[config.mk]
export PLATFORM = sky130hd
export DESIGN_NAME = sfp_pin_if
export DESIGN_NICKNAME = d
export VERILOG_FILES = /design/src/include/sfp_pkg.sv /design/src/hw/sfp_pin_if.sv /design/src/hw/sfp_fifo2.sv
export SDC_FILE = /design/constraint.sdc
export NUM_CORES = 1
export LEC_CHECK = 0
export ABC_AREA = 1
export BUFFER_PORTS_ARGS = -buffer_cell sky130_fd_sc_hd__buf_2
export CORE_AREA = 4 4 106 108
export CTS_BUF_LIST = sky130_fd_sc_hd__clkbuf_16
export DETAILED_ROUTE_END_ITERATION = 8
export DIE_AREA = 0 0 110 112
export GPL_TIMING_DRIVEN = 0
export PLACE_DENSITY = 0.61
export SETUP_SLACK_MARGIN = 0.4
export SLEW_MARGIN = 15
export SYNTH_ARGS = -nofsm -noshare
export SYNTH_HDL_FRONTEND = slang
export SYNTH_SLANG_ARGS = --single-unit
[constraint.sdc]
create_clock -name clk -period 2.55 [get_ports clk]
set_clock_uncertainty 0.05 [all_clocks]
set_input_delay 0.51 -clock clk [delete_from_list [all_inputs] [get_ports clk]]
set_output_delay 0.51 -clock clk [all_outputs]
set_load 0.05 [all_outputs]
[src/include/sfp_pkg.sv]
// Overview of operation
// - While chip select is high the block is deselected, ignores every pin but the lane 2 write-protect level, and drives no pin.
// - When deselected the block reports standby, unless an internal program, erase or status write is still busy.
// - A low chip select enables the block, reports active power and flags an instruction in progress.
// - Nothing is decoded after reset until a falling edge of chip select has been seen; the code also counts cs already low after reset as one.
// - Every incoming instruction, address and data bit is captured on a rising serial clock edge.
// - Output data bits change only after a falling serial clock edge.
// - In single-line operation lane 0 carries all incoming bits, one per clock.
// - In dual and quad operation lane 0 is bidirectional, input on rising edges, read data on falling edges.
// - Lane 1 is the read-data output in single-line operation and bidirectional in dual or quad.
// - Lane 2 is a write-protect input in single and dual operation and a data lane in quad.
// - Lane 3 pauses the transfer when low in single or dual operation with the quad enable bit clear, and is a data lane in quad.
// - Both an idle-low and an idle-high serial clock at selection are accepted.
// - With the quad enable bit set, write protect is off and lane 2 is data only.
// - A hold starts while lane 3 is low and ends while lane 3 is high, each only while the clock is low.
package sfp_pkg;

  localparam int SFP_BYTE_W     = 8;
  localparam int SFP_CNT_W      = 4;
  localparam int SFP_LANES      = 4;
  localparam int SFP_FIFO_DEPTH = 2;
  localparam int SFP_NSYNC      = 6;
  // positions in the synchroniser vector
  localparam int SFP_IX_CS      = 0;
  localparam int SFP_IX_SCLK    = 1;
  localparam int SFP_IX_LANE    = 2;
  // cs high, clock low, lanes high (pulled up)
  localparam logic [5:0] SFP_SYNC_RST = 6'h3d;
  localparam logic [3:0] SFP_CNT_RST  = 4'h0;
  localparam logic [7:0] SFP_BYTE_RST = 8'h00;
  localparam logic [3:0] SFP_CNT_FULL = 4'h8;
  localparam logic [3:0] SFP_OE_NONE  = 4'h0;
  localparam logic [3:0] SFP_OE_SGL   = 4'h2;
  localparam logic [3:0] SFP_OE_DUAL  = 4'h3;
  localparam logic [3:0] SFP_OE_QUAD  = 4'hf;

  typedef enum logic [2:0] {
    SFP_MODE_SINGLE = 3'b001,
    SFP_MODE_DUAL   = 3'b010,
    SFP_MODE_QUAD   = 3'b100
  } sfp_mode_type;

  typedef enum logic [2:0] {
    SFP_ST_DESEL  = 3'b001,
    SFP_ST_ACTIVE = 3'b010,
    SFP_ST_HOLD   = 3'b100
  } sfp_state_type;

endpackage

[src/hw/sfp_pin_if.sv]
`timescale 1ns/1ps
`default_nettype none
module sfp_pin_if (
  input  wire logic                  clk,             // core clock
  input  wire logic                  sys_rst,         // sync reset
  input  wire logic                  cs_n_pin,        // chip select, low
  input  wire logic                  sclk_pin,        // serial clock
  input  wire logic [3:0]            lane_in,         // lane levels
  output logic      [3:0]            lane_out,        // lane drive data
  output logic      [3:0]            lane_oe,         // lane drive enable
  input  wire sfp_pkg::sfp_mode_type mode,            // lane width
  input  wire logic                  quad_enable_bit, // quad enable
  input  wire logic                  out_phase,       // read output phase
  input  wire logic                  internal_busy,   // program/erase busy
  output logic      [7:0]            rx_data,         // received byte
  output logic                       rx_valid,        // byte available
  input  wire logic                  rx_ready,        // core takes byte
  output logic                       rx_overrun,      // byte lost
  input  wire logic [7:0]            tx_data,         // read byte
  input  wire logic                  tx_valid,        // read byte offered
  output logic                       tx_ready,        // read byte taken
  output logic                       standby,         // standby power
  output logic                       active,          // active power
  output logic                       instr_active,    // instruction open
  output logic                       hold_active,     // transfer paused
  output logic                       write_protect,   // hw protect asserted
  output logic                       deselect_pulse   // cs went high
);
  import sfp_pkg::*;

  logic [SFP_NSYNC-1:0] s1_reg;
  logic [SFP_NSYNC-1:0] s2_reg;
  logic [SFP_NSYNC-1:0] s3_reg;
  logic [SFP_NSYNC-1:0] flt_reg;
  logic [SFP_NSYNC-1:0] pin_vec;
  logic                 cs_f;
  logic                 sclk_f;
  logic [3:0]           lane_f;
  logic                 cs_prev_reg;
  logic                 sclk_prev_reg;
  logic                 cs_fall;
  logic                 cs_rise;
  logic                 sclk_rise;
  logic                 sclk_fall;
  sfp_state_type        state_reg;
  sfp_state_type        state_next;
  logic                 hold_fn;
  sfp_mode_type         eff_mode;
  logic [3:0]           step;
  logic [7:0]           rx_sh_reg;
  logic [7:0]           rx_sh_next;
  logic [3:0]           rx_cnt_reg;
  logic [3:0]           rx_cnt_next;
  logic                 rx_done;
  logic [7:0]           pend_data_reg;
  logic                 pend_reg;
  logic                 push;
  logic                 fifo_ready;
  logic [7:0]           tx_sh_reg;
  logic [3:0]           tx_cnt_reg;
  logic                 tx_shift;
  logic [7:0]           tx_src;

  // pins gathered in synchroniser order
  assign pin_vec = {lane_in, sclk_pin, cs_n_pin};

  // three-stage synchroniser, a level counts once stages two and three agree
  for (genvar i = 0; i < SFP_NSYNC; i++) begin : g_sync
    always_ff @(posedge clk) begin
      if (sys_rst) begin
        s1_reg[i]  <= SFP_SYNC_RST[i];
        s2_reg[i]  <= SFP_SYNC_RST[i];
        s3_reg[i]  <= SFP_SYNC_RST[i];
        flt_reg[i] <= SFP_SYNC_RST[i];
      end else begin
        s1_reg[i] <= pin_vec[i];
        s2_reg[i] <= s1_reg[i];
        s3_reg[i] <= s2_reg[i];
        if (s2_reg[i] == s3_reg[i]) flt_reg[i] <= s3_reg[i];
      end
    end
  end

  assign cs_f   = flt_reg[SFP_IX_CS];
  assign sclk_f = flt_reg[SFP_IX_SCLK];
  assign lane_f = flt_reg[SFP_IX_LANE +: SFP_LANES];

  // edge history; the clock level is tracked even when deselected so an
  // idle-high clock at selection never looks like an edge
  always_ff @(posedge clk) begin
    if (sys_rst) begin
      cs_prev_reg   <= SFP_SYNC_RST[SFP_IX_CS];
      sclk_prev_reg <= SFP_SYNC_RST[SFP_IX_SCLK];
    end else begin
      cs_prev_reg   <= cs_f;
      sclk_prev_reg <= sclk_f;
    end
  end

  assign cs_fall   = cs_prev_reg & ~cs_f;
  assign cs_rise   = ~cs_prev_reg & cs_f;
  // clock edges only count while selected and not paused
  assign sclk_rise = (state_reg == SFP_ST_ACTIVE) & ~sclk_prev_reg & sclk_f;
  assign sclk_fall = (state_reg == SFP_ST_ACTIVE) & sclk_prev_reg & ~sclk_f;

  // quad lanes only exist with the quad enable bit set
  assign eff_mode = (mode == SFP_MODE_QUAD && !quad_enable_bit) ?
                    SFP_MODE_SINGLE : mode;
  assign hold_fn  = ~quad_enable_bit & (eff_mode != SFP_MODE_QUAD);

  always_comb begin
    step = 4'h1;
    unique case (eff_mode)
      SFP_MODE_SINGLE: step = 4'h1;
      SFP_MODE_DUAL:   step = 4'h2;
      SFP_MODE_QUAD:   step = 4'h4;
      default:         step = 4'h1;
    endcase
  end

  // selection and hold; leaving reset needs a falling cs edge, and cs already low after reset counts as one
  always_comb begin
    state_next = state_reg;
    unique case (state_reg)
      SFP_ST_DESEL: begin
        if (cs_fall) state_next = SFP_ST_ACTIVE;
      end
      SFP_ST_ACTIVE: begin
        if (cs_f) state_next = SFP_ST_DESEL;
        else if (hold_fn && !lane_f[3] && !sclk_f)
          state_next = SFP_ST_HOLD;
      end
      SFP_ST_HOLD: begin
        if (cs_f) state_next = SFP_ST_DESEL;
        else if ((lane_f[3] || !hold_fn) && !sclk_f)
          state_next = SFP_ST_ACTIVE;
      end
      default: state_next = SFP_ST_DESEL;
    endcase
  end

  always_ff @(posedge clk) begin
    if (sys_rst) state_reg <= SFP_ST_DESEL;
    else state_reg <= state_next;
  end

  // input shifter, lanes picked by width
  always_comb begin
    rx_sh_next = rx_sh_reg;
    unique case (eff_mode)
      SFP_MODE_SINGLE: rx_sh_next = {rx_sh_reg[6:0], lane_f[0]};
      SFP_MODE_DUAL:   rx_sh_next = {rx_sh_reg[5:0], lane_f[1:0]};
      SFP_MODE_QUAD:   rx_sh_next = {rx_sh_reg[3:0], lane_f};
      default:         rx_sh_next = {rx_sh_reg[6:0], lane_f[0]};
    endcase
  end

  assign rx_cnt_next = rx_cnt_reg + step;
  assign rx_done     = sclk_rise & ~out_phase & (rx_cnt_next == SFP_CNT_FULL);

  always_ff @(posedge clk) begin
    if (sys_rst) begin
      rx_sh_reg  <= SFP_BYTE_RST;
      rx_cnt_reg <= SFP_CNT_RST;
    end else if (cs_rise) begin
      rx_sh_reg  <= SFP_BYTE_RST;
      rx_cnt_reg <= SFP_CNT_RST;
    end else if (sclk_rise && !out_phase) begin
      rx_sh_reg  <= rx_sh_next;
      rx_cnt_reg <= rx_done ? SFP_CNT_RST : rx_cnt_next;
    end
  end

  // one-byte holding slot ahead of the buffer; the host cannot be stalled,
  // so a second full byte while the slot is still blocked is an overrun
  assign push = pend_reg & fifo_ready;

  always_ff @(posedge clk) begin
    if (sys_rst) begin
      pend_reg      <= 1'b0;
      pend_data_reg <= SFP_BYTE_RST;
    end else if (rx_done && (!pend_reg || push)) begin
      pend_reg      <= 1'b1;
      pend_data_reg <= rx_sh_next;
    end else if (push) begin
      pend_reg <= 1'b0;
    end
  end

  // set wins over the clear at deselect
  always_ff @(posedge clk) begin
    if (sys_rst) rx_overrun <= 1'b0;
    else if (rx_done && pend_reg && !push) rx_overrun <= 1'b1;
    else if (cs_rise) rx_overrun <= 1'b0;
  end

  sfp_fifo2 #(
    .WIDTH (SFP_BYTE_W),
    .DEPTH (SFP_FIFO_DEPTH)
  ) u_rx_fifo (
    .clk       (clk),
    .sys_rst   (sys_rst),
    .in_data   (pend_data_reg),
    .in_valid  (pend_reg),
    .in_ready  (fifo_ready),
    .out_data  (rx_data),
    .out_valid (rx_valid),
    .out_ready (rx_ready)
  );

  // read data moves only on falling clock edges
  assign tx_shift = sclk_fall & out_phase;
  assign tx_ready = tx_shift & (tx_cnt_reg == SFP_CNT_RST) & tx_valid;
  assign tx_src   = (tx_cnt_reg == SFP_CNT_RST) ? tx_data : tx_sh_reg;

  always_ff @(posedge clk) begin
    if (sys_rst) begin
      tx_sh_reg  <= SFP_BYTE_RST;
      tx_cnt_reg <= SFP_CNT_RST;
      lane_out   <= SFP_OE_NONE;
    end else if (cs_rise) begin
      tx_cnt_reg <= SFP_CNT_RST;
    end else if (tx_shift && (tx_cnt_reg != SFP_CNT_RST || tx_valid)) begin
      tx_sh_reg  <= tx_src << step;
      tx_cnt_reg <= (tx_cnt_reg == SFP_CNT_RST) ?
                    SFP_CNT_FULL - step : tx_cnt_reg - step;
      unique case (eff_mode)
        SFP_MODE_SINGLE: lane_out <= {2'b00, tx_src[7], 1'b0};
        SFP_MODE_DUAL:   lane_out <= {2'b00, tx_src[7:6]};
        SFP_MODE_QUAD:   lane_out <= tx_src[7:4];
        default:         lane_out <= {2'b00, tx_src[7], 1'b0};
      endcase
    end
  end

  // lanes drive only in an output phase; sampling never meets own drive
  always_ff @(posedge clk) begin
    if (sys_rst) begin
      lane_oe <= SFP_OE_NONE;
    end else if (state_next != SFP_ST_ACTIVE || !out_phase) begin
      lane_oe <= SFP_OE_NONE;
    end else begin
      unique case (eff_mode)
        SFP_MODE_SINGLE: lane_oe <= SFP_OE_SGL;
        SFP_MODE_DUAL:   lane_oe <= SFP_OE_DUAL;
        SFP_MODE_QUAD:   lane_oe <= SFP_OE_QUAD;
        default:         lane_oe <= SFP_OE_NONE;
      endcase
    end
  end

  // power and status levels
  always_ff @(posedge clk) begin
    if (sys_rst) begin
      standby        <= 1'b1;
      active         <= 1'b0;
      instr_active   <= 1'b0;
      hold_active    <= 1'b0;
      write_protect  <= 1'b0;
      deselect_pulse <= 1'b0;
    end else begin
      standby        <= (state_reg == SFP_ST_DESEL) & ~internal_busy;
      active         <= (state_reg != SFP_ST_DESEL);
      instr_active   <= (state_reg != SFP_ST_DESEL);
      hold_active    <= (state_reg == SFP_ST_HOLD);
      write_protect  <= ~quad_enable_bit & ~lane_f[2];
      deselect_pulse <= cs_rise;
    end
  end

endmodule // sfp_pin_if
`default_nettype wire

[src/hw/sfp_fifo2.sv]
`timescale 1ns/1ps
`default_nettype none
module sfp_fifo2 #(
  parameter int WIDTH = sfp_pkg::SFP_BYTE_W,
  parameter int DEPTH = sfp_pkg::SFP_FIFO_DEPTH
) (
  input  wire logic             clk,       // core clock
  input  wire logic             sys_rst,   // sync reset
  input  wire logic [WIDTH-1:0] in_data,   // write data
  input  wire logic             in_valid,  // write request
  output logic                  in_ready,  // room for a word
  output logic      [WIDTH-1:0] out_data,  // head word
  output logic                  out_valid, // head valid
  input  wire logic             out_ready  // reader takes head
);
  import sfp_pkg::*;

  localparam int AW = $clog2(DEPTH);

  logic [WIDTH-1:0] mem_reg [DEPTH];
  logic [AW-1:0]    wr_reg;
  logic [AW-1:0]    rd_reg;
  logic [AW:0]      cnt_reg;
  logic             push;
  logic             pop;

  // count is one bit wider than the pointers so full is distinct from empty
  assign in_ready  = (cnt_reg != (AW+1)'(DEPTH));
  assign out_valid = (cnt_reg != '0);
  assign push      = in_valid & in_ready;
  assign pop       = out_valid & out_ready;
  assign out_data  = mem_reg[rd_reg];

  // one write port per entry
  for (genvar i = 0; i < DEPTH; i++) begin : g_ent
    always_ff @(posedge clk) begin
      if (sys_rst) begin
        mem_reg[i] <= '0;
      end else if (push && wr_reg == AW'(i)) begin
        mem_reg[i] <= in_data;
      end
    end
  end

  // pointers wrap naturally, depth is a power of two
  always_ff @(posedge clk) begin
    if (sys_rst) begin
      wr_reg  <= '0;
      rd_reg  <= '0;
      cnt_reg <= '0;
    end else begin
      if (push) wr_reg <= wr_reg + AW'(1);
      if (pop) rd_reg <= rd_reg + AW'(1);
      if (push && !pop) cnt_reg <= cnt_reg + (AW+1)'(1);
      else if (pop && !push) cnt_reg <= cnt_reg - (AW+1)'(1);
    end
  end

endmodule // sfp_fifo2
`default_nettype wire

Yosys cells after proc, flatten, opt, wreduce, memory -nomap -nowiden
Memories as Yosys holds them, arrays and structs flattened. A register that Yosys moved wholly into a read port is not among the register bits.
Cells that the tools add are included.

word-level totals
  bits of input ports = 24
  word-level logic and storage cells = 165
  memories kept = 1
  flip-flop bits (word level) = 79
  RAM bits = 16
  output and inout bits = 25

memories
  memory             words  width  read ports  clocked after memory_dff  write ports  RTL line         RTL
  u_rx_fifo.mem_reg  2      8      1           1                         2            sfp_fifo2.sv:20  logic [WIDTH-1:0] mem_reg [DEPTH];

operators by class
  reduce and logical (&&, ||, !) cells = 34
  muxes and demuxes = 32
  add/sub/neg operators = 7
  bitwise operators = 28
  equal/unequal tests = 18
  shift-type cells = 1

operator list
  kind                number
  $mux 8              3
  $mux 3              6
  $and 1x1->1         16
  $pmux 8 s2          1
  $mux 1              14
  $logic_and 1x1->1   13
  $pmux 4 s3          1
  $not 1->1           10
  $eq 3x3->1 const B  3
  $pmux 3 s3          1
  $logic_not 1->1     8
  $mux 4              2
  $pmux 4 s2          1
  $reduce_bool 2->1   4
  $shl 8x4->8         1
  $eq 1x1->1          6
  $eq 3x1->1 const B  2
  $eq 3x2->1 const B  2
  $pmux 3 s2          1
  $add 4x4->4         1
  $eq 4x4->1 const B  1
  $logic_not 4->1     1
  $logic_or 1x1->1    4
  $mux 2              2
  other kinds (13)    16

Longest topological paths before layout
  word-level depth = 14
  depth in mapped cells = 18
  depth with buffers taken out = 15

Modules after synthesis
Synthesis repeated with hierarchy kept, for this count alone.

second synthesis, totals
  cell total of the unflattened synthesis = 525
  area, all modules = 4251.6 µm²

by module, submodules not included
  module      area each (µm²)  sequential area each (µm²)  times used  cells an instance
  sfp_pin_if  3296.9           1481.4                      1           438
  sfp_fifo2   954.7            580.6                       1           87

Least setup slack after synthesis
OpenSTA, ideal clock, no wires.

  path type = input -> register
  from = input mode[2]
  to = register pend_data_reg[0]
  data arrival time = 2663 ps
  required time = 2436 ps
  stages on the path = 14
  library setup time = 64 ps
  buffers on the path = 2
  slack = -227 ps
  path through = nor2_1 > nand2_1 > buf_2 > nand2_1 > inv_2 > buf_2 > ha_1 > ha_1 > or2_2 > nor2_2 > nand3_2 > nand2_1 > inv_1 > nor2_1

on the way
  longest elaborated chain between the ends = 9
  elaborated cells on any way between the ends = 10
  classes of those cells = add/sub: 1; eq/ne: 4; mux: 2; bitwise: 1; reduce/logical: 2

ends and longest elaborated chain
  element                                          RTL line           RTL
  from (decl)                                      sfp_pin_if.sv:11   input wire sfp_pkg::sfp_mode_type mode,
  $eq 3x3->1                                       sfp_pin_if.sv:107  assign eff_mode = (mode == SFP_MODE_QUAD && !quad_enable_bit) ?
  $logic_and 1x1->1                                sfp_pin_if.sv:107
  $mux 3 *                                         sfp_pin_if.sv:107
  $eq 3x3->1 / $eq 3x2->1 (equally long branches)  sfp_pin_if.sv:113  unique case (eff_mode)
  $pmux 3 s2 *                                     sfp_pin_if.sv:113
  $add 4x4->4 *                                    sfp_pin_if.sv:158  assign rx_cnt_next = rx_cnt_reg + step;
  $eq 4x4->1 *                                     sfp_pin_if.sv:159  assign rx_done = sclk_rise & ~out_phase & (rx_cnt_next == SFP_CNT_FULL);
  $and 1x1->1 *                                    sfp_pin_if.sv:159
  $logic_and 1x1->1 *                              sfp_pin_if.sv:182  end else if (rx_done && (!pend_reg || push)) begin
  to (signal assigned)                             sfp_pin_if.sv:184  pend_data_reg <= rx_sh_next;
  to (decl)                                        sfp_pin_if.sv:55   logic [7:0] pend_data_reg;

Mark *: on every way between the ends. The rest lies on a longest branch, timed or not.
A chain may end at the register's enable or synchronous reset.

Worst setup path after layout
  from = input mode[0]
  to = register pend_data_reg[5]

on the way
  longest elaborated chain between the ends = 9
  elaborated cells on any way between the ends = 11
  classes of those cells = add/sub: 1; eq/ne: 4; mux: 3; bitwise: 1; reduce/logical: 2

ends and longest elaborated chain
  element                                          RTL line
  $eq 3x3->1                                       sfp_pin_if.sv:107
  $logic_and 1x1->1                                sfp_pin_if.sv:107
  $mux 3 *                                         sfp_pin_if.sv:107
  $eq 3x3->1 / $eq 3x2->1 (equally long branches)  sfp_pin_if.sv:113, sfp_pin_if.sv:150
  $pmux 3 s2                                       sfp_pin_if.sv:113
  $add 4x4->4                                      sfp_pin_if.sv:158
  $eq 4x4->1                                       sfp_pin_if.sv:159
  $and 1x1->1                                      sfp_pin_if.sv:159
  $logic_and 1x1->1                                sfp_pin_if.sv:182

Marked as above.

==> insert_results.sql <==
INSERT INTO impl_metrics (metric_group, metric, value, unit) VALUES
('floorplanning', 'die_y', '112', 'um'),
('global_routing', 'grt_util_all_layers', '15.0', '%'),
('timing', 'post-route-min-period', '2.10', 'ns'),
('final_layout', 'drive_above_1_share', '24.3', '%'),
('detailed_routing', 'drt_wl_total', '8800', 'um'),
('cts', 'clock_sink_count', '95', ''),
('detailed_routing', 'first_iter_violations', '221', ''),
('placement', 'numPortBuffers', '48', ''),
('synth', 'synth_seq_cells', '95', ''),
('global_routing', 'grt_pass1_wl', '14800', 'um'),
('placement', 'hpwlAfterDp', '6400', 'um'),
('floorplanning', 'design.die.area', '12300', 'um2'),
('critical_path', 'slowest_delay', '0.20', 'ns'),
('cts', 'cts_root_buf', 'clkbuf_16', ''),
('final_layout', 'final_nets', '614', ''),
('power', 'combinational_power_share', '9.0', '%'),
('timing', 'relSlewSlack', '29.7', '%'),
('floorplanning', 'design.portCount', '49', ''),
('cts', 'cts_buffers', '9', ''),
('critical_path', 'cp_data_required_time', '2.77', 'ns'),
('detailed_routing', 'antenna_left', '0', ''),
('final_layout', 'n_antenna_cell', '0', ''),
('synth', 'netlist_instances', '508', ''),
('synth', 'yosysWarnings', '0', ''),
('floorplanning', 'die_w', '110', 'um'),
('cts', 'clock_tree_from_tritoncts', 'yes', ''),
('final_layout', 'max_reg_flops', '16', ''),
('worst_hold_path', 'hp-class', 'in2reg', ''),
('critical_path', 'critPathKind', 'in2reg', ''),
('power', 'power.share.sequential', '49.6', '%'),
('cts', 'max-clock-path-buffers', '2', ''),
('cts', 'clk_latency', '0.34', 'ns'),
('timing', 'transition_time_at_the_pin_with_the_least_slew_margin', '1.04', 'ns'),
('timing', 'setup_viol_count_final', '0', ''),
('power', 'vdd.ir_drop.worst', '0.000378', 'V'),
('timing', 'layout_worst_path_cycle_share', '82.2', '%'),
('power', 'power.switching', '0.744', 'mW'),
('critical_path', 'worst_path_most_repeated_cell', 'buf_8', ''),
('power', 'p_clk_share', '41.4', '%'),
('critical_path', 'cp.arrival', '2.32', 'ns'),
('critical_path', 'critical_path_peak_fanout', '8', ''),
('detailed_routing', 'drc_errors', '0', ''),
('synth', 'syn-num-nets', '539', ''),
('critical_path', 'endpoint_kind', 'flop', ''),
('cts', 'htree_num_levels', '3', ''),
('global_routing', 'grt_max_degree', '16', ''),
('detailed_routing', 'num_vias', '3459', ''),
('timing', 'rsz0062_at_grt', 'yes', ''),
('power', 'power.total', '3.15', 'mW'),
('critical_path', 'critPathSlowestCell', 'nor2_4', ''),
('timing', 'finalHoldViolCount', '0', ''),
('synth', 'post_synth_main_area_contributors', 'dfxtp_1 (39%), edfxtp_1 (12%), nand2_1 (7.4%)', ''),
('run_status', 'status', 'finished clean', ''),
('global_routing', 'globalRouteOverflowTotal', '0', ''),
('power', 'switching_fraction_of_total_power', '23.6', '%'),
('synth', 'synth_cell_type_count', '32', ''),
('synth', 'synth.top_cell.area_share', '38.9', '%'),
('timing', 'timing.fmax', '477', 'MHz'),
('floorplanning', 'design.core.area', '10200', 'um2'),
('detailed_routing', 'drt_first_pass_iters', '4', ''),
('final_layout', 'flow.area_growth_from_synthesis', '25.4', '%'),
('cts', 'path_clk_slew', '0.07', 'ns'),
('job', 'cap_violations', '0', ''),
('synth', 'synthesis.area', '4070', 'um2'),
('power', 'internal_power', '2.41', 'mW'),
('power', 'pwr_density_cell', '617', 'nW/um2'),
('global_routing', 'grt_antenna_before_repair', '0', ''),
('critical_path', 'crit_path_cell_trace', 'buf_8 > nor2_4 > nand2_2 > buf_8 > nand2_8 > inv_6 > buf_8 > ha_4 > ha_4 > inv_2 > nand2_4 > xor2_4 > nor2_4 > nand3_4 > nand2_2 > inv_2 > nor2_1', ''),
('power', 'leakage', '2.19', 'nW'),
('global_routing', 'grt_pass1_vias', '3264', ''),
('synth', 'synth-seq-area-share', '50.7', '%'),
('floorplanning', 'placement_rows', '37', ''),
('timing', 'finalMaxSlewViolations', '0', ''),
('cts', 'cts_hold_repair.buffers', '0', ''),
('detailed_routing', 'routed_via_density', '4.78', ''),
('detailed_routing', 'post_drt_wl_per_cell', '12.1', 'um'),
('floorplanning', 'floorplan.initialDensity', '39.8', '%'),
('synth', 'avg_cell_area_syn', '8.01', 'um2'),
('placement', 'post_dp_cell_area', '4590', 'um2'),
('critical_path', 'setup.worst_path.start_class', 'primary input', ''),
('final_layout', 'final_design_area_no_fill', '5100', 'um2'),
('synth', 'yosys.area.top_type', 'dfxtp_1', ''),
('placement', 'routabilityCongestion', '0.826', '');
## Yosys cell counts, drive strengths merged
| master | n |
|---|---|
| nor3 | 11 |
| buf | 6 |
| o21ai | 34 |
| nor4 | 3 |
| a21oi | 41 |
| o211ai | 8 |
| ha | 7 |
| nor2 | 61 |
| o22ai | 6 |
| mux2 | 8 |
| nand2 | 81 |
| mux2i | 1 |
| or2 | 17 |
| inv | 79 |
| o2111ai | 1 |
| nand4 | 11 |
| nand3 | 19 |
| o31ai | 1 |
| clkinv | 2 |
| dfxtp | 79 |
| xor2 | 3 |
| clkbuf | 13 |
| edfxtp | 16 |
## through the flow
stage,worst slack [ns],util [%],hold WS [ns],setup TNS (ns),cells
after floorplan,0.268,-,0.338,0,508
after global placement,-0.123,44.8,0.341,-0.962,692
after detailed placement,-0.134,44.8,0.345,-1.06,692
after CTS,0.389,48.7,0.292,0,718
after global routing,0.325,49.9,0.297,0,724
final,0.454,49.9,0.301,0,724
## kinds of logic (layout without fill, tap and decap cells)
logic type	count (synthesis)	in the layout	synth area share [%]
flops	95	95	50.7
fa+ha+maj	7	7	2.15
simple gates	203	204	22.3
xor+xnor	3	3	0.646
compound gates	91	91	12.1
buf+inv	100	179	9.62
mux	9	9	2.46
## critical path, delay by kind of cell
family	cells	cell delay, ns
AND/OR/NAND/NOR	8	0.84
adder cells (fa/ha/maj)	2	0.31
XOR/XNOR	1	0.18
buffers and inverters	6	0.48
## area by class of cell
type	count	area, um2
timing repair buffer	63	382
clock inverter	7	66.3
fill	989	5130
multi-input combinational	314	1770
inverter	81	314
clock buffer	9	225
buffer	19	111
tap	136	170
sequential	95	2060
## cell usage in the layout (no fill, tap or decap), types with 9 or more instances in the layout
cell type,instances
or2_2,16
nand3_1,16
clkbuf_1,11
edfxtp_1,16
clkbuf_16,9
nor2_1,57
nand2_1,74
dfxtp_1,78
o21ai_0,29
nor3_1,10
a21oi_1,40
inv_1,72
nand4_1,11
buf_2,45
buf_4,19
## layer usage
metal	part of all wire [%]	GRT usage, %
met1	45	18.6
met2	49	25.4
met3	4.7	3.30
met4	1.3	5.32
met5	0	0
## power by group through the flow
stage          logic [mW]  clock network, mW  registers (mW)
2_1_floorplan       0.186                  0            1.60
3_3_place_gp        0.257                  0            1.59
3_5_place_dp        0.261                  0            1.60
4_1_cts             0.273               1.34            1.56
5_1_grt             0.311               1.40            1.56
6_report            0.283               1.30            1.56
## repair_timing
| item | 4_1_cts | 5_1_grt |
|---|---|---|
| pin swaps | 15 | 17 |
| gates cloned | 1 | 0 |
| buffers inserted | 9 | 6 |
| resized for setup | 9 | 22 |
| endpoints found under the setup margin | 19 | 15 |
## final timing paths
path | slack (ns) | from | endpoint | cells after the start
worst max-delay path | 0.45 | mode[0] | pend_data_reg[5]$_SDFFE_PP0P_ | 17
worst min-delay path | 0.30 | cs_n_pin | s1_reg[0]$_SDFF_PP1_ | 2
worst max register to register | 0.56 | state_reg[2]$_SDFF_PP0_ | rx_overrun$_SDFFE_PP0P_ | 11
worst min register to register | 0.36 | s1_reg[3]$_SDFF_PP1_ | s2_reg[3]$_SDFF_PP1_ | 1
(Power assumes the default switching activity.)
